**src/core/line_irq_pkg.sv**
```systemverilog
// Operation
// RL1 - driver fault flag sets on rising level, or either edge when its select is one
// RL2 - signal loss flag sets on rising level, or either edge when its select is one
// RL3 - status flags clear only when software writes one to their bit
// RL4 - template overflow flag sets when a multi-interval template sum exceeds plus-minus 63
// RL5 - transmit jitter buffer slip sets bit 5 of second status register
// RL6 - receive jitter buffer slip sets bit 4 of second status register
// RL7 - excess zero error sets bit 2 of second status register
// RL8 - bipolar or HDB3 code violation sets bit 1 of second status register
// RL9 - wrap of the 16-bit excess zero counter sets bit 0
// RL10 - counter read as high byte at 03C, low byte at 03D, reset zero
// RL11 - one line front end bit shows any pending line interface flag
// RL12 - bits 5..0 at 040 show framing side block pending interrupts
// RL13 - bits 7..0 at 041 show link layer, elastic store, system side pending
// RL14 - second link registers sit at same offset plus 100
// RL15 - interrupt output only reflects flags whose enable bit is one
// RL16 - driver fault level reads one while a driver failure is present
// RL17 - an event in the same cycle as its clear keeps the flag set
// RL18 - indication bits are the plain OR of their source flags
package line_irq_pkg;

   localparam int ADDR_W   = 9;
   localparam int DATA_W   = 8;
   localparam int CNT_W    = 16;
   localparam int LINKS    = 2;

   typedef logic [ADDR_W-1:0] addr_t;
   typedef logic [DATA_W-1:0] data_t;

   // ---------------------------------------------------------------
   // register offsets, low byte; bit 8 of the address picks the link
   // ---------------------------------------------------------------
   localparam logic [7:0] OFS_ENABLE_A        = 8'h33;
   localparam logic [7:0] OFS_ENABLE_B        = 8'h34;
   localparam logic [7:0] OFS_EDGE_SEL        = 8'h35;
   localparam logic [7:0] OFS_LINE_LEVEL      = 8'h36;
   localparam logic [7:0] OFS_EVENT_STATUS_A  = 8'h3A;
   localparam logic [7:0] OFS_EVENT_STATUS_B  = 8'h3B;
   localparam logic [7:0] OFS_COUNT_HIGH      = 8'h3C;
   localparam logic [7:0] OFS_COUNT_LOW       = 8'h3D;
   localparam logic [7:0] OFS_LINE_SOURCE     = 8'h3F;
   localparam logic [7:0] OFS_FRAMING_SOURCE  = 8'h40;
   localparam logic [7:0] OFS_LINK_SOURCE     = 8'h41;
   localparam int         LINK_SEL_BIT        = 8;

   // ---------------------------------------------------------------
   // field positions
   // ---------------------------------------------------------------
   localparam int DRIVER_FAULT_BIT        = 2;
   localparam int SIGNAL_LOSS_BIT         = 0;
   localparam int TEMPLATE_OVERFLOW_BIT   = 6;
   localparam int TX_JITTER_BUF_SLIP_BIT  = 5;
   localparam int RX_JITTER_BUF_SLIP_BIT  = 4;
   localparam int EXCESS_ZERO_BIT         = 2;
   localparam int CODE_VIOLATION_BIT      = 1;
   localparam int ERROR_COUNTER_WRAP_BIT  = 0;
   localparam int LINE_FRONT_END_BIT      = 0;

   localparam data_t MASK_A = 8'h05;
   localparam data_t MASK_B = 8'h77;

   localparam data_t RST_REG = 8'h00;
   localparam logic [CNT_W-1:0] RST_COUNT = 16'h0000;
   localparam logic [CNT_W-1:0] COUNT_MAX = 16'hFFFF;

endpackage : line_irq_pkg

```
**src/core/link_if.sv**
```systemverilog
`timescale 1ns/1ns
interface link_if;
   logic        df_lvl;
   logic        los_lvl;
   logic        df_sel;
   logic        los_sel;
   logic        tmpl_ovf;
   logic        tx_slip;
   logic        rx_slip;
   logic        zero_err;
   logic        cv;
   logic        clr_a;
   logic        clr_b;
   logic [7:0]  wdata;
   logic [7:0]  status_a;
   logic [7:0]  status_b;
   logic [15:0] count;

   modport core (input df_lvl, los_lvl, df_sel, los_sel, tmpl_ovf, tx_slip, rx_slip,
                 zero_err, cv, clr_a, clr_b, wdata, output status_a, status_b, count);
   modport ctrl (output df_lvl, los_lvl, df_sel, los_sel, tmpl_ovf, tx_slip, rx_slip,
                 zero_err, cv, clr_a, clr_b, wdata, input status_a, status_b, count);
endinterface : link_if

```
**src/core/sync2.sv**
```systemverilog
`timescale 1ns/1ns
module sync2 #(
   parameter int W = 1
) (
   input  wire logic         clk_sys,
   input  wire logic         rst_n,
   input  wire logic [W-1:0] d,
   output      logic [W-1:0] q
);
   logic [W-1:0] meta_r;
   logic [W-1:0] q_r;

   always_ff @(posedge clk_sys or negedge rst_n) begin
      if (!rst_n) begin
         meta_r <= '0;
         q_r    <= '0;
      end else begin
         meta_r <= d;
         q_r    <= meta_r;
      end
   end

   assign q = q_r;
endmodule : sync2

```
**src/core/link_event_core.sv**
```systemverilog
`timescale 1ns/1ns
module link_event_core (
   input  wire logic clk_sys,
   input  wire logic rst_sync_n,
   link_if.core      lif
);
   import line_irq_pkg::*;

   data_t             flags_a_r;
   data_t             flags_a_nxt;
   data_t             flags_b_r;
   data_t             flags_b_nxt;
   logic [CNT_W-1:0]  count_r;
   logic [CNT_W-1:0]  count_nxt;
   logic              df_prev_r;
   logic              los_prev_r;
   data_t             set_a;
   data_t             set_b;
   data_t             clr_a;
   data_t             clr_b;
   logic              wrap;

   // ---------------------------------------------------------------
   // event capture
   // ---------------------------------------------------------------
   always_comb begin
      set_a = '0;
      set_b = '0;
      set_a[DRIVER_FAULT_BIT] = (lif.df_lvl & ~df_prev_r) |
                                (lif.df_sel & ~lif.df_lvl & df_prev_r);       // [RL1]
      set_a[SIGNAL_LOSS_BIT]  = (lif.los_lvl & ~los_prev_r) |
                                (lif.los_sel & ~lif.los_lvl & los_prev_r);    // [RL2]
      set_b[TEMPLATE_OVERFLOW_BIT]  = lif.tmpl_ovf;                          // [RL4]
      set_b[TX_JITTER_BUF_SLIP_BIT] = lif.tx_slip;                           // [RL5]
      set_b[RX_JITTER_BUF_SLIP_BIT] = lif.rx_slip;                           // [RL6]
      set_b[EXCESS_ZERO_BIT]        = lif.zero_err;                          // [RL7]
      set_b[CODE_VIOLATION_BIT]     = lif.cv;                                // [RL8]
      // counter wraps silently; only the flag records it
      wrap      = lif.zero_err && (count_r == COUNT_MAX);
      count_nxt = lif.zero_err ? count_r + 16'h0001 : count_r;               // [RL10]
      set_b[ERROR_COUNTER_WRAP_BIT] = wrap;                                  // [RL9]
      clr_a = lif.clr_a ? (lif.wdata & MASK_A) : '0;                         // [RL3]
      clr_b = lif.clr_b ? (lif.wdata & MASK_B) : '0;                         // [RL3]
      // set applied after clear so a coincident event survives
      flags_a_nxt = (flags_a_r & ~clr_a) | set_a;                            // [RL17]
      flags_b_nxt = (flags_b_r & ~clr_b) | set_b;                            // [RL17]
   end

   always_ff @(posedge clk_sys or negedge rst_sync_n) begin
      if (!rst_sync_n) begin
         flags_a_r  <= RST_REG;
         flags_b_r  <= RST_REG;
         count_r    <= RST_COUNT;
         df_prev_r  <= 1'b0;
         los_prev_r <= 1'b0;
      end else begin
         flags_a_r  <= flags_a_nxt;
         flags_b_r  <= flags_b_nxt;
         count_r    <= count_nxt;
         df_prev_r  <= lif.df_lvl;
         los_prev_r <= lif.los_lvl;
      end
   end

   assign lif.status_a = flags_a_r;
   assign lif.status_b = flags_b_r;
   assign lif.count    = count_r;
endmodule : link_event_core

```
**src/core/line_irq_top.sv**
```systemverilog
`timescale 1ns/1ns
module line_irq_top (
   input  wire logic                          clk_sys,
   input  wire logic                          rst_n,
   input  wire line_irq_pkg::addr_t           reg_addr,
   input  wire line_irq_pkg::data_t           reg_wdata,
   input  wire logic                          reg_wr,
   input  wire logic                          reg_rd,
   output      line_irq_pkg::data_t           reg_rdata,
   input  wire logic [1:0]                    driver_fault_level,
   input  wire logic [1:0]                    signal_loss_level,
   input  wire logic [1:0]                    template_sum_over,
   input  wire logic [1:0]                    tx_ja_fifo_slip,
   input  wire logic [1:0]                    rx_ja_fifo_slip,
   input  wire logic [1:0]                    excess_zero,
   input  wire logic [1:0]                    bipolar_violation,
   input  wire logic [1:0]                    hdb3_violation,
   input  wire logic [1:0][5:0]               framing_pending,
   input  wire logic [1:0][7:0]               link_layer_pending,
   output      logic                          irq
);
   import line_irq_pkg::*;

   // ---------------------------------------------------------------
   // reset release and level synchronisers
   // ---------------------------------------------------------------
   logic       rst_sync_n;
   logic [1:0] df_sync;
   logic [1:0] los_sync;

   sync2 #(.W(1)) u_rst_sync (
      .clk_sys (clk_sys),
      .rst_n   (rst_n),
      .d       (1'b1),
      .q       (rst_sync_n)
   );

   // fault levels come from analog front end, asynchronous to clk_sys
   sync2 #(.W(2)) u_df_sync (
      .clk_sys (clk_sys),
      .rst_n   (rst_sync_n),
      .d       (driver_fault_level),
      .q       (df_sync)
   );

   sync2 #(.W(2)) u_los_sync (
      .clk_sys (clk_sys),
      .rst_n   (rst_sync_n),
      .d       (signal_loss_level),
      .q       (los_sync)
   );

   // ---------------------------------------------------------------
   // address decode
   // ---------------------------------------------------------------
   logic       link_sel;
   logic [7:0] low_ofs;

   assign link_sel = reg_addr[LINK_SEL_BIT];                                 // [RL14]
   assign low_ofs  = reg_addr[7:0];

   // ---------------------------------------------------------------
   // control registers, one set per link
   // ---------------------------------------------------------------
   data_t en_a_r   [LINKS];
   data_t en_a_nxt [LINKS];
   data_t en_b_r   [LINKS];
   data_t en_b_nxt [LINKS];
   data_t sel_r    [LINKS];
   data_t sel_nxt  [LINKS];

   always_comb begin
      for (int i = 0; i < LINKS; i++) begin
         en_a_nxt[i] = en_a_r[i];
         en_b_nxt[i] = en_b_r[i];
         sel_nxt[i]  = sel_r[i];
         if (reg_wr && (link_sel == i[0])) begin
            if (low_ofs == OFS_ENABLE_A) begin
               en_a_nxt[i] = reg_wdata & MASK_A;
            end
            if (low_ofs == OFS_ENABLE_B) begin
               en_b_nxt[i] = reg_wdata & MASK_B;
            end
            if (low_ofs == OFS_EDGE_SEL) begin
               sel_nxt[i] = reg_wdata & MASK_A;
            end
         end
      end
   end

   always_ff @(posedge clk_sys or negedge rst_sync_n) begin
      if (!rst_sync_n) begin
         for (int i = 0; i < LINKS; i++) begin
            en_a_r[i] <= RST_REG;
            en_b_r[i] <= RST_REG;
            sel_r[i]  <= RST_REG;
         end
      end else begin
         for (int i = 0; i < LINKS; i++) begin
            en_a_r[i] <= en_a_nxt[i];
            en_b_r[i] <= en_b_nxt[i];
            sel_r[i]  <= sel_nxt[i];
         end
      end
   end

   // ---------------------------------------------------------------
   // per-link event cores
   // ---------------------------------------------------------------
   data_t            stat_a [LINKS];
   data_t            stat_b [LINKS];
   logic [CNT_W-1:0] count  [LINKS];

   for (genvar g = 0; g < LINKS; g++) begin : gen_link
      link_if lif ();

      assign lif.df_lvl   = df_sync[g];
      assign lif.los_lvl  = los_sync[g];
      assign lif.df_sel   = sel_r[g][DRIVER_FAULT_BIT];
      assign lif.los_sel  = sel_r[g][SIGNAL_LOSS_BIT];
      assign lif.tmpl_ovf = template_sum_over[g];
      assign lif.tx_slip  = tx_ja_fifo_slip[g];
      assign lif.rx_slip  = rx_ja_fifo_slip[g];
      assign lif.zero_err = excess_zero[g];
      assign lif.cv       = bipolar_violation[g] | hdb3_violation[g];       // [RL8]
      assign lif.clr_a    = reg_wr && (link_sel == g) && (low_ofs == OFS_EVENT_STATUS_A);
      assign lif.clr_b    = reg_wr && (link_sel == g) && (low_ofs == OFS_EVENT_STATUS_B);
      assign lif.wdata    = reg_wdata;

      link_event_core u_core (
         .clk_sys    (clk_sys),
         .rst_sync_n (rst_sync_n),
         .lif        (lif)
      );

      assign stat_a[g] = lif.status_a;
      assign stat_b[g] = lif.status_b;
      assign count[g]  = lif.count;
   end

   // ---------------------------------------------------------------
   // source indication
   // ---------------------------------------------------------------
   logic [LINKS-1:0] line_front_end_pending;

   always_comb begin
      for (int i = 0; i < LINKS; i++) begin
         line_front_end_pending[i] = |{stat_a[i], stat_b[i]};                // [RL11] [RL18]
      end
   end

   // ---------------------------------------------------------------
   // read path, data one cycle after the strobe
   // ---------------------------------------------------------------
   data_t rdata_r;
   data_t rdata_nxt;
   data_t level_word;
   int    li;

   always_comb begin
      li         = link_sel ? 1 : 0;
      level_word = '0;
      level_word[DRIVER_FAULT_BIT] = df_sync[li];                            // [RL16]
      level_word[SIGNAL_LOSS_BIT]  = los_sync[li];
      rdata_nxt = '0;
      if (reg_rd) begin
         unique case (low_ofs)
            OFS_ENABLE_A:       rdata_nxt = en_a_r[li];
            OFS_ENABLE_B:       rdata_nxt = en_b_r[li];
            OFS_EDGE_SEL:       rdata_nxt = sel_r[li];
            OFS_LINE_LEVEL:     rdata_nxt = level_word;
            OFS_EVENT_STATUS_A: rdata_nxt = stat_a[li];
            OFS_EVENT_STATUS_B: rdata_nxt = stat_b[li];
            OFS_COUNT_HIGH:     rdata_nxt = count[li][15:8];                 // [RL10]
            OFS_COUNT_LOW:      rdata_nxt = count[li][7:0];                  // [RL10]
            OFS_LINE_SOURCE:    rdata_nxt = {7'h00, line_front_end_pending[li]}; // [RL11]
            OFS_FRAMING_SOURCE: rdata_nxt = {2'h0, framing_pending[li]};     // [RL12] [RL18]
            OFS_LINK_SOURCE:    rdata_nxt = link_layer_pending[li];          // [RL13] [RL18]
            default:            rdata_nxt = '0;
         endcase
      end
   end

   // ---------------------------------------------------------------
   // interrupt output
   // ---------------------------------------------------------------
   logic irq_r;
   logic irq_nxt;

   always_comb begin
      irq_nxt = 1'b0;
      for (int i = 0; i < LINKS; i++) begin
         irq_nxt = irq_nxt | (|(stat_a[i] & en_a_r[i])) | (|(stat_b[i] & en_b_r[i])); // [RL15]
      end
   end

   always_ff @(posedge clk_sys or negedge rst_sync_n) begin
      if (!rst_sync_n) begin
         rdata_r <= RST_REG;
         irq_r   <= 1'b0;
      end else begin
         rdata_r <= rdata_nxt;
         irq_r   <= irq_nxt;
      end
   end

   assign reg_rdata = rdata_r;
   assign irq       = irq_r;
endmodule : line_irq_top

```
**config.mk**
```make
export PLATFORM = sky130hd
export DESIGN_NAME = line_irq_top
export DESIGN_NICKNAME = d
export VERILOG_FILES = /design/src/core/line_irq_pkg.sv /design/src/core/link_if.sv /design/src/core/sync2.sv /design/src/core/link_event_core.sv /design/src/core/line_irq_top.sv
export SDC_FILE = /design/constraint.sdc
export NUM_CORES = 1
export LEC_CHECK = 0
export BUFFER_PORTS_ARGS = -buffer_cell sky130_fd_sc_hd__buf_4
export CORE_UTILIZATION = 57
export CTS_CLUSTER_SIZE = 30
export DETAILED_ROUTE_END_ITERATION = 12
export GPL_ROUTABILITY_DRIVEN = 0
export PLACE_DENSITY = 0.84
export SETUP_SLACK_MARGIN = 0.15
export SYNTH_ARGS = -nofsm -noshare
export SYNTH_HDL_FRONTEND = slang
export SYNTH_SLANG_ARGS = --single-unit
```
**constraint.sdc**
```tcl
create_clock -name clk_sys -period 4 [get_ports clk_sys]
set_clock_uncertainty 0.1 [all_clocks]
set_input_delay 0.2 -clock clk_sys [delete_from_list [all_inputs] [get_ports clk_sys]]
set_output_delay 0.2 -clock clk_sys [all_outputs]
set_load 0.1 [all_outputs]
```
==> results.sh, run 1 <==
export IMPL_run_status="completed"
export IMPL_timing_setup_tns_ns=0
export IMPL_final_cell_mix="dfrtp_1, buf_4, mux2i_1"
export IMPL_start_util_pct=60.30
export IMPL_synth_top_area_share_pct=47.88
export IMPL_grt_max_degree=90
export IMPL_drv_slew=0
export IMPL_final_nets=569
export IMPL_ys_ff_latch=91
export IMPL_post_route_period_util_pct=61.05
export IMPL_synth_yosys_seq_area_share_pct=47.88
export IMPL_grt_first_pass_wirelength_microns=18920
export IMPL_postLayoutCellArea_sq_um=5703
export IMPL_synth_xor_area_share_pct=5.709
export IMPL_rr_startpoint="gen_link[0].u_core.lif.status_b[4]"
export IMPL_cts_buffer_depth=2
export IMPL_critPathKind="input port to flop"
export IMPL_yosys_area_share_simple_pct=17.07
export IMPL_path_max_fanout=56
export IMPL_wire_per_inst_microns=18.98
export IMPL_num_vias=3768
export IMPL_syn_nets=483
export IMPL_vdd_drop_max_mv=0.2867
export IMPL_synth_top_family_by_area="simple AND/OR/NAND/NOR gates"
export IMPL_finalPower_mw=2.031
export IMPL_syn_to_final_growth_pct=19.92
export IMPL_cp_start_kind="input port"
export IMPL_dr_pass1_iters=5
export IMPL_synth_edf_count=0
export IMPL_track_usage_pct=29.01
export IMPL_holdWs_ns=0.03326
export IMPL_synth_avg_cell_area_sq_um=11.43
export IMPL_synth_compound_area_share_pct=10.21
export IMPL_cts_buffers=9
export IMPL_fp_dieH_microns=93.34
export IMPL_fmax_mhz=409.5
export IMPL_ioPinCount=74
export IMPL_rr_endpoint="reg_rdata[0]"
export IMPL_synth_flop_cell="dfrtp_1"
export IMPL_vias_per_cell=6.187
export IMPL_arrival_ns=2.60
export IMPL_synth_cell_types=63
export IMPL_clock_latency_ns=0.36
export IMPL_antenna_found_initial=0
export IMPL_route_detailed_drc=0
export IMPL_die_width_microns=93.34
export IMPL_cts_repair_resized=0
export IMPL_hold_viol=0
export IMPL_yosys_area_share_adder_pct=0.5262
export IMPL_die_area_sq_um=8712
export IMPL_p_leak_nw=2.529
export IMPL_grt_overflow=0
export IMPL_drtAntennaViolNets=0
export IMPL_relSlewSlack_pct=25.99
export IMPL_synth_area_sq_um=4756
export IMPL_port_buffers=71
export IMPL_rrSetupSlack_ns=1.89
export IMPL_muxShareOfSynthArea_pct=15.50
export IMPL_hpwl_microns=8069
export IMPL_cts_root_buffer="clkbuf_8"
export IMPL_htreeDepth=3
export IMPL_fin_crit_ns=2.442
export IMPL_end_kind="flop"
export IMPL_coreArea_sq_um=7888
export IMPL_num_rows=32
export IMPL_wirelength_microns=11560
export IMPL_maxCapViolCount=0
export IMPL_grt_setup_unrepaired="no"
export IMPL_synth_area_leader_cell="dfrtp_1"
export IMPL_drive_above_1_share_pct=20.32
export IMPL_drt_iter0_drc=284
export IMPL_required_ns=4.15
export IMPL_hold_class="input port to async pin"
export IMPL_p_per_area_nw_per_um2=356.1
export IMPL_antennaDiodeCount=0
export IMPL_cts_setup_buffers=0
export IMPL_reg2reg_depth=4
export IMPL_placed_cell_area_sq_um=5318
export IMPL_clock_sinks=91
export IMPL_syn_inst=416
export IMPL_synthTopCellsByArea="dfrtp_1, mux2i_1, mux2_1, xnor2_1, nand4_1"
export IMPL_yosys_warnings=0
export IMPL_setup_viol=0
export IMPL_clk_pin_slew_ns=0.09
export IMPL_cts_tree="yes"
export IMPL_final_common_cell="dfrtp_1"
export IMPL_async_flop_share_pct=100.0
export IMPL_grt_pass1_vias=3678
export IMPL_worst_slew_pin_slew_ns=1.110
power by group:
part	total [mW]	switching (mW)	internal [mW]
Clock	0.570	0.338	0.233
Combinational	0.340	0.169	0.172
Sequential	1.12	0.115	1.01
Total	2.03	0.621	1.41
layout make-up:
| type | instances | area, sq um |
|---|---|---|
| Clock inverter | 6 | 47.55 |
| Fill cell | 562 | 2185 |
| Sequential cell | 91 | 2281 |
| Multi-Input combinational cell | 297 | 2335 |
| Inverter | 11 | 41.29 |
| Tap cell | 102 | 127.6 |
| Timing Repair Buffer | 92 | 743.2 |
| Clock buffer | 10 | 127.6 |
Yosys cell counts (all sizes together) (10+ instances only):
master,instances
dfrtp,91
mux2i,41
mux2,29
nand2,29
nand4,19
xnor2,19
nand3,17
nor2,16
buf,13
o22ai,12
xor2,12
inv,10
cell families (layout without fill, tap and decap cells):
group | Yosys count | count (layout)
buffers and inverters | 28 | 119
DFF | 91 | 91
other | 1 | 1
and+or+nand+nor | 135 | 135
muxes | 70 | 70
adders and majority gates | 2 | 2
AOI/OAI and AO/OA | 58 | 58
xor gates and xnor gates | 31 | 31
worst max-delay path: stages:
cell and delay (ns):
buf_4 0.62, nand2_1 0.28, nor4_4 0.49, nand2_1 0.12, a211o_1 0.30, dlygate4sd3_1 0.55
flip-flops by register name (all words and copies together) (netlist names):
register,flops
gen_link.u_core.lif.count,32
en_b_r,12
gen_link.u_core.lif.status_b,12
reg_rdata,8
en_a_r,4
gen_link.u_core.lif.status_a,4
gen_link.lif.df_sel,2
gen_link.lif.los_sel,2
gen_link.u_core.df_prev_r,2
gen_link.u_core.los_prev_r,2
u_df_sync.meta_r,2
u_df_sync.q,2
u_los_sync.meta_r,2
u_los_sync.q,2
irq,1
u_rst_sync.meta_r,1
u_rst_sync.q,1
how the worst max path moves through the flow:
| stage | end | start | slack, ns |
|---|---|---|---|
| floorplan | en_a_r[0] | u_rst_sync.q | 1.18 |
| global route | gen_link[1].u_core.lif.status_b[1] | reg_addr[8] | 1.46 |
| global placement | gen_link[1].u_core.lif.status_b[1] | reg_addr[8] | 1.80 |
| detailed placement | gen_link[1].u_core.lif.status_b[0] | reg_addr[8] | 1.76 |
| finish | gen_link[1].u_core.lif.status_b[1] | reg_addr[8] | 1.56 |
| CTS | gen_link[1].u_core.lif.status_b[1] | reg_addr[8] | 1.57 |
layer usage:
| layer | share of wire [%] | global-route usage [%] | vias up |
|---|---|---|---|
| met4 | 2.1 | 10.38 | 0 |
| met5 | 0 | 0 | - |
| met2 | 47 | 45.34 | 175 |
| li1 | - | - | 1729 |
| met3 | 7.1 | 5.610 | 23 |
| met1 | 44 | 40.50 | 1841 |
through the flow:
step,utilization (%),worst slack (ns),std cells
3_5_place_dp,67.42,1.759,572
2_1_floorplan,-,1.178,416
3_3_place_gp,67.42,1.801,572
6_report,72.30,1.558,609
5_1_grt,72.30,1.461,609
4_1_cts,72.30,1.568,609
timing repair:
item / CTS / global route
hold buffers: 21 / 0
endpoints found under the hold margin: 26 / 0
endpoints found under the setup margin: 0 / 0
No activity file was read; power rests on OpenSTA's default activity.
==> run 2, diff against run 1 <==
ABC_AREA = 1   (was unset)
CORE_UTILIZATION = 52   (was 57)
PLACE_DENSITY = 0.81   (was 0.84)
clock period = 2.2 ns   (was 4 ns; I/O delays follow)
==> run 2 against run 1 <==
Against the previous run: via count is 24% higher; non-clock buffer count rose by 16; clock power increased by 100%; core utilization down 5.8 points; worst hold slack improved by 0.030 ns; combinational power up 120%; worst setup slack got worse by 1.2 ns; global-route usage is 2.0 points lower; largest cell class unchanged; highest routed layer unchanged.
==> results.sh, run 2 <==
export IMPL_fin_crit_ns=1.834
export IMPL_grt_pass1_vias=4519
export IMPL_syn_nets=717
export IMPL_die_area_sq_um=10040
export IMPL_cts_repair_resized=0
export IMPL_async_flop_share_pct=100.0
export IMPL_clkPwrFrac_pct=29.4
export IMPL_cts_root_buffer="clkbuf_8"
export IMPL_drv_slew=0
export IMPL_path_max_fanout=1
export IMPL_grt_max_degree=53
export IMPL_stdcell_count=886
export IMPL_arrival_ns=2.01
export IMPL_wirelength_microns=12750
export IMPL_fp_dieH_microns=100.2
export IMPL_start_util_pct=54.02
export IMPL_hold_start="link_layer_pending[7]"
export IMPL_hold_class="input port to flop"
export IMPL_largest_reg_flops=32
export IMPL_post_route_period_util_pct=83.36
export IMPL_drt_iter0_drc=408
export IMPL_clock_sinks=91
export IMPL_antenna_found_initial=0
export IMPL_grt_overflow=0
export IMPL_p_comb_share_pct=19.1
export IMPL_seqPwrFrac_pct=51.5
export IMPL_wire_per_inst_microns=14.40
export IMPL_drtAntennaViolNets=0
export IMPL_hold_viol=0
export IMPL_postLayoutCellArea_sq_um=6177
export IMPL_placed_cell_area_sq_um=5652
export IMPL_vias_per_cell=5.288
export IMPL_cts_setup_buffers=0
export IMPL_holdWs_ns=0.06327
export IMPL_final_nets=819
export IMPL_synth_edf_count=0
export IMPL_grt_first_pass_wirelength_microns=20950
export IMPL_p_leak_nw=3.174
export IMPL_track_usage_pct=27.05
export IMPL_final_common_cell="nand2_1"
export IMPL_synth_top_area_share_pct=45.41
export IMPL_ioPinCount=74
export IMPL_synth_avg_cell_area_sq_um=7.715
export IMPL_reg2reg_depth=7
export IMPL_end_kind="flop"
export IMPL_p_per_area_nw_per_um2=638.3
export IMPL_cts_tree="yes"
export IMPL_rrSetupSlack_ns=0.41
export IMPL_relSlewSlack_pct=66.42
export IMPL_die_width_microns=100.2
export IMPL_antennaDiodeCount=0
export IMPL_p_sw_mw=1.317
export IMPL_required_ns=2.37
export IMPL_setup_viol=0
export IMPL_dr_pass1_iters=7
export IMPL_internal_power_mw=2.626
export IMPL_cp_start_kind="input port"
export IMPL_synth_cells_most_frequent="nand2_1, dfrtp_1, inv_1"
export IMPL_clock_latency_ns=0.39
export IMPL_clk_pin_slew_ns=0.10
export IMPL_synth_area_leader_cell="dfrtp_1"
export IMPL_placed_cells_incl_taps=838
export IMPL_grt_setup_unrepaired="no"
export IMPL_cts_buffers=9
export IMPL_swShare_pct=33.39
export IMPL_ys_ff_latch=91
export IMPL_port_buffers=71
export IMPL_num_vias=4685
export IMPL_route_detailed_drc=0
export IMPL_coreArea_sq_um=9284
export IMPL_synth_most_common_cell="nand2_1"
export IMPL_synth_cell_types=39
export IMPL_hpwl_microns=9307
export IMPL_vdd_drop_max_mv=0.5459
export IMPL_worst_slew_pin_slew_ns=0.5038
export IMPL_fmax_mhz=545.3
export IMPL_critPathKind="input port to flop"
export IMPL_drive_above_1_share_pct=18.10
export IMPL_hold_end="reg_rdata[7]"
export IMPL_synth_area_sq_um=5015
export IMPL_yosys_warnings=0
export IMPL_rr_endpoint="gen_link[1].u_core.lif.count[14]"
export IMPL_fillers=777
export IMPL_syn_to_final_growth_pct=23.18
export IMPL_maxCapViolCount=0
export IMPL_synthTopCellsByArea="dfrtp_1, nand2_1, inv_1, nand3_1, xor2_1"
export IMPL_final_cell_mix="nand2_1, dfrtp_1, buf_4"
export IMPL_syn_inst=650
export IMPL_finalPower_mw=3.943
export IMPL_cts_buffer_depth=2
export IMPL_rr_startpoint="gen_link[1].u_core.lif.count[0]"
export IMPL_synth_flop_cell="dfrtp_1"
export IMPL_htreeDepth=3
export IMPL_synth_yosys_seq_area_share_pct=45.41
export IMPL_hold_path_depth=7
export IMPL_timing_setup_tns_ns=0
export IMPL_num_rows=35
export IMPL_run_status="completed"
run 2: layout make-up:
cell class | count | area, sq um | share of cell area, %
Clock inverter | 6 | 67.56 | 1.094
Tap cell | 129 | 161.4 | 2.613
Clock buffer | 10 | 137.6 | 2.228
Sequential cell | 91 | 2281 | 36.93
Timing Repair Buffer | 108 | 903.4 | 14.62
Inverter | 75 | 284.0 | 4.598
Multi-Input combinational cell | 467 | 2342 | 37.92
run 2: how the worst max path moves through the flow:
stage,startpoint,slack (ns),endpoint,cells after the start
floorplan,u_rst_sync.q,0.57,en_a_r[0],0
global placement,gen_link[1].u_core.lif.count[0],0.55,gen_link[1].u_core.lif.count[14],7
detailed placement,gen_link[1].u_core.lif.count[0],0.45,gen_link[1].u_core.lif.count[14],7
CTS,bipolar_violation[1],0.41,gen_link[1].u_core.lif.status_b[1],6
global route,gen_link[1].u_core.lif.count[0],0.28,gen_link[1].u_core.lif.count[14],7
finish,bipolar_violation[1],0.37,gen_link[1].u_core.lif.status_b[1],6
run 2: per-layer routing:
metal / wire length (microns) / up-vias / GRT usage (%)
met4: 376 / 0 / 11.71
met1: 5388 / 2182 / 35.57
met2: 5941 / 208 / 43.36
met5: 0 / - / 0
met3: 1047 / 42 / 5.780
li1: - / 2253 / -
run 2: logic make-up (layout without fill, tap and decap cells):
| kind of cell | Yosys count | in the layout | synth area share (%) |
|---|---|---|---|
| AOI/OAI and AO/OA | 73 | 73 | 9.132 |
| xor gates and xnor gates | 26 | 26 | 4.541 |
| adders and majority gates | 2 | 2 | 0.4989 |
| buffers and inverters | 92 | 199 | 7.884 |
| DFF | 91 | 91 | 45.41 |
| muxes | 1 | 1 | 0.2245 |
| other | 1 | 1 | 0.07478 |
| and+or+nand+nor | 364 | 364 | 32.24 |
run 2: power by group through the flow:
stage                     sequential [mW]  clock (mW)  combinational, mW
after global placement               2.04           0              0.686
after global routing                 2.06        1.23              0.848
after detailed placement             2.06           0              0.712
final                                2.03        1.16              0.755
after CTS                            2.03        1.17              0.754
after floorplan                      2.07           0              0.445
run 2: timing repair:
action,in CTS,in global routing
hold buffers,32,0
setup endpoints to repair,0,0
endpoints found under the hold margin,34,0
run 2: critical path: stages:
cell and delay (ns):
dlygate4sd3_1 0.56, buf_4 0.14, nor2_1 0.07, dlygate4sd3_1 0.54
nand2_1 0.05, dlygate4sd3_1 0.54
run 2: through the flow:
stage	utilization (%)	worst slack [ns]
after floorplan	-	0.5661
after global placement	60.88	0.5479
after detailed placement	60.88	0.4541
after CTS	66.54	0.4111
after global routing	66.54	0.2800
final	66.54	0.3660
==> run 3, diff against run 2 <==
CORE_UTILIZATION = 57   (was 52)
PLACE_DENSITY = 0.84   (was 0.81)
clock period = 1.69 ns   (was 2.2 ns; I/O delays follow)
==> run 3 against run 2 <==
Against the previous run: register-to-register slack got worse by 0.30 ns; first-iteration DRC count increased by 13%; clock power increased by 28%; core utilization increased by 8.9 points; sequential power increased by 30%.
==> results.sh, run 3 (synthesis results as in run 2) <==
export IMPL_p_leak_nw=3.266
export IMPL_antenna_found_initial=0
export IMPL_final_nets=832
export IMPL_final_common_cell="nand2_1"
export IMPL_relSlewSlack_pct=65.34
export IMPL_clk_pin_slew_ns=0.09
export IMPL_antennaDiodeCount=0
export IMPL_grt_max_degree=34
export IMPL_critPathKind="flop to flop"
export IMPL_hold_class="input port to flop"
export IMPL_cp_start_kind="flop"
export IMPL_num_vias=4778
export IMPL_coreArea_sq_um=8382
export IMPL_clock_latency_ns=0.38
export IMPL_cpMostUsedCell="nand3_2"
export IMPL_start_util_pct=59.83
export IMPL_htreeDepth=3
export IMPL_cts_buffer_depth=2
export IMPL_timing_setup_tns_ns=0
export IMPL_die_area_sq_um=9177
export IMPL_worst_slew_pin_slew_ns=0.5160
export IMPL_p_per_area_nw_per_um2=847.5
export IMPL_ioPinCount=74
export IMPL_drive_above_1_share_pct=21.56
export IMPL_wirelength_microns=13260
export IMPL_vias_per_cell=5.461
export IMPL_crit_chain="ha_2, nand3_2, inv_2, nand4_4, nor2_4, nand3_2, xnor2_1"
export IMPL_fillers=558
export IMPL_largest_reg_flops=32
export IMPL_fmax_mhz=631.0
export IMPL_track_usage_pct=30.71
export IMPL_fin_crit_ns=1.585
export IMPL_critPathMaxStageDelay_ns=0.43
export IMPL_hold_viol=0
export IMPL_setup_viol=0
export IMPL_holdWs_ns=0.02831
export IMPL_final_util_pct=75.40
export IMPL_required_ns=1.86
export IMPL_run_status="completed"
export IMPL_fp_dieH_microns=95.80
export IMPL_wire_per_inst_microns=15.16
export IMPL_end_kind="flop"
export IMPL_maxCapViolCount=0
export IMPL_vdd_drop_max_mv=0.8566
export IMPL_grt_overflow=0
export IMPL_dr_pass1_iters=6
export IMPL_slowest_stage="dfrtp_1"
export IMPL_hpwl_microns=9538
export IMPL_num_rows=33
export IMPL_cts_root_buffer="clkbuf_8"
export IMPL_port_buffers=71
export IMPL_arrival_ns=1.75
export IMPL_drt_iter0_drc=459
export IMPL_finalPower_mw=5.356
export IMPL_drv_slew=0
export IMPL_path_max_fanout=4
export IMPL_placed_cell_area_sq_um=5679
export IMPL_route_detailed_drc=0
export IMPL_final_cell_mix="nand2_1, buf_4, dfrtp_1"
export IMPL_grt_pass1_vias=4490
export IMPL_die_width_microns=95.80
export IMPL_drtAntennaViolNets=0
export IMPL_grt_first_pass_wirelength_microns=20950
export IMPL_grt_setup_unrepaired="yes"
export IMPL_clock_sinks=91
export IMPL_cts_buffers=9
export IMPL_cts_tree="yes"
export IMPL_post_route_period_util_pct=93.78
export IMPL_postLayoutCellArea_sq_um=6320
export IMPL_syn_to_final_growth_pct=26.02
run 3: cell types whose count changed in the layout (fill, tap and decap cells not counted), sizes merged:
cell,previous run,this run
clkinvlp,0,3
clkinv,3,2
buf,76,96
bufinv,0,1
inv,78,75
dlygate4sd3,32,25
run 3: through the flow:
stage | worst slack [ns] | std cells
floorplan | 0.1934 | 650
global placement | 0.1516 | 820
detailed placement | 0.07108 | 820
CTS | 0.1373 | 862
global route | 0.02137 | 875
finish | 0.1051 | 875
run 3: critical path: cells and delay by family (launching register included):
family / cells / cell delay (ns)
xor gates and xnor gates: 1 / 0.13
adders and majority gates: 1 / 0.22
buffers and inverters: 1 / 0.12
DFF: 1 / 0.43
and+or+nand+nor: 4 / 0.47
run 3: what timing repair did:
item | in CTS | in global routing
endpoints found under the setup margin | 4 | 10
endpoints found under the hold margin | 40 | 0
hold buffers | 25 | 0
pin swaps | 0 | 11
setup buffers | 1 | 13
cloned | 0 | 0
resized for setup | 3 | 17
run 3: worst paths after layout:
| kind | start | to | slack, ns | depth (start not counted) |
|---|---|---|---|---|
| min in group asynchronous | u_rst_sync.q | en_b_r[12] | 0.15 | 0 |
| max in group asynchronous | u_rst_sync.q | gen_link[0].u_core.lif.count[11] | 0.84 | 1 |
| max reg2reg | gen_link[0].u_core.lif.count[1] | gen_link[0].u_core.lif.count[14] | 0.11 | 7 |
| min reg2reg | u_rst_sync.q | en_b_r[12] | 0.15 | 0 |
| max | gen_link[0].u_core.lif.count[1] | gen_link[0].u_core.lif.count[14] | 0.11 | 7 |
| min | link_layer_pending[7] | reg_rdata[7] | 0.03 | 7 |
run 3: report_power, final:
group,internal (mW),switching [mW]
registers,2.39,0.243
clock network,0.683,0.794
logic,0.554,0.690
total,3.63,1.73
run 3: layout make-up:
cell class / count / area (sq um) / share of cell area [%]
Multi-Input combinational cell: 467 / 2430 / 38.45
Sequential cell: 91 / 2281 / 36.09
Timing Repair Buffer: 121 / 999.7 / 15.82
Inverter: 75 / 284.0 / 4.494
Tap cell: 105 / 131.4 / 2.079
Clock buffer: 10 / 127.6 / 2.019
Clock inverter: 6 / 66.31 / 1.049
run 3: per-layer routing:
layer,track usage (%),up-vias,part of all wire (%)
met5,0,-,0
li1,-,2275,-
met1,40.98,2194,41
met3,5.608,45,9.1
met2,49.46,264,48
met4,12.94,0,2.8
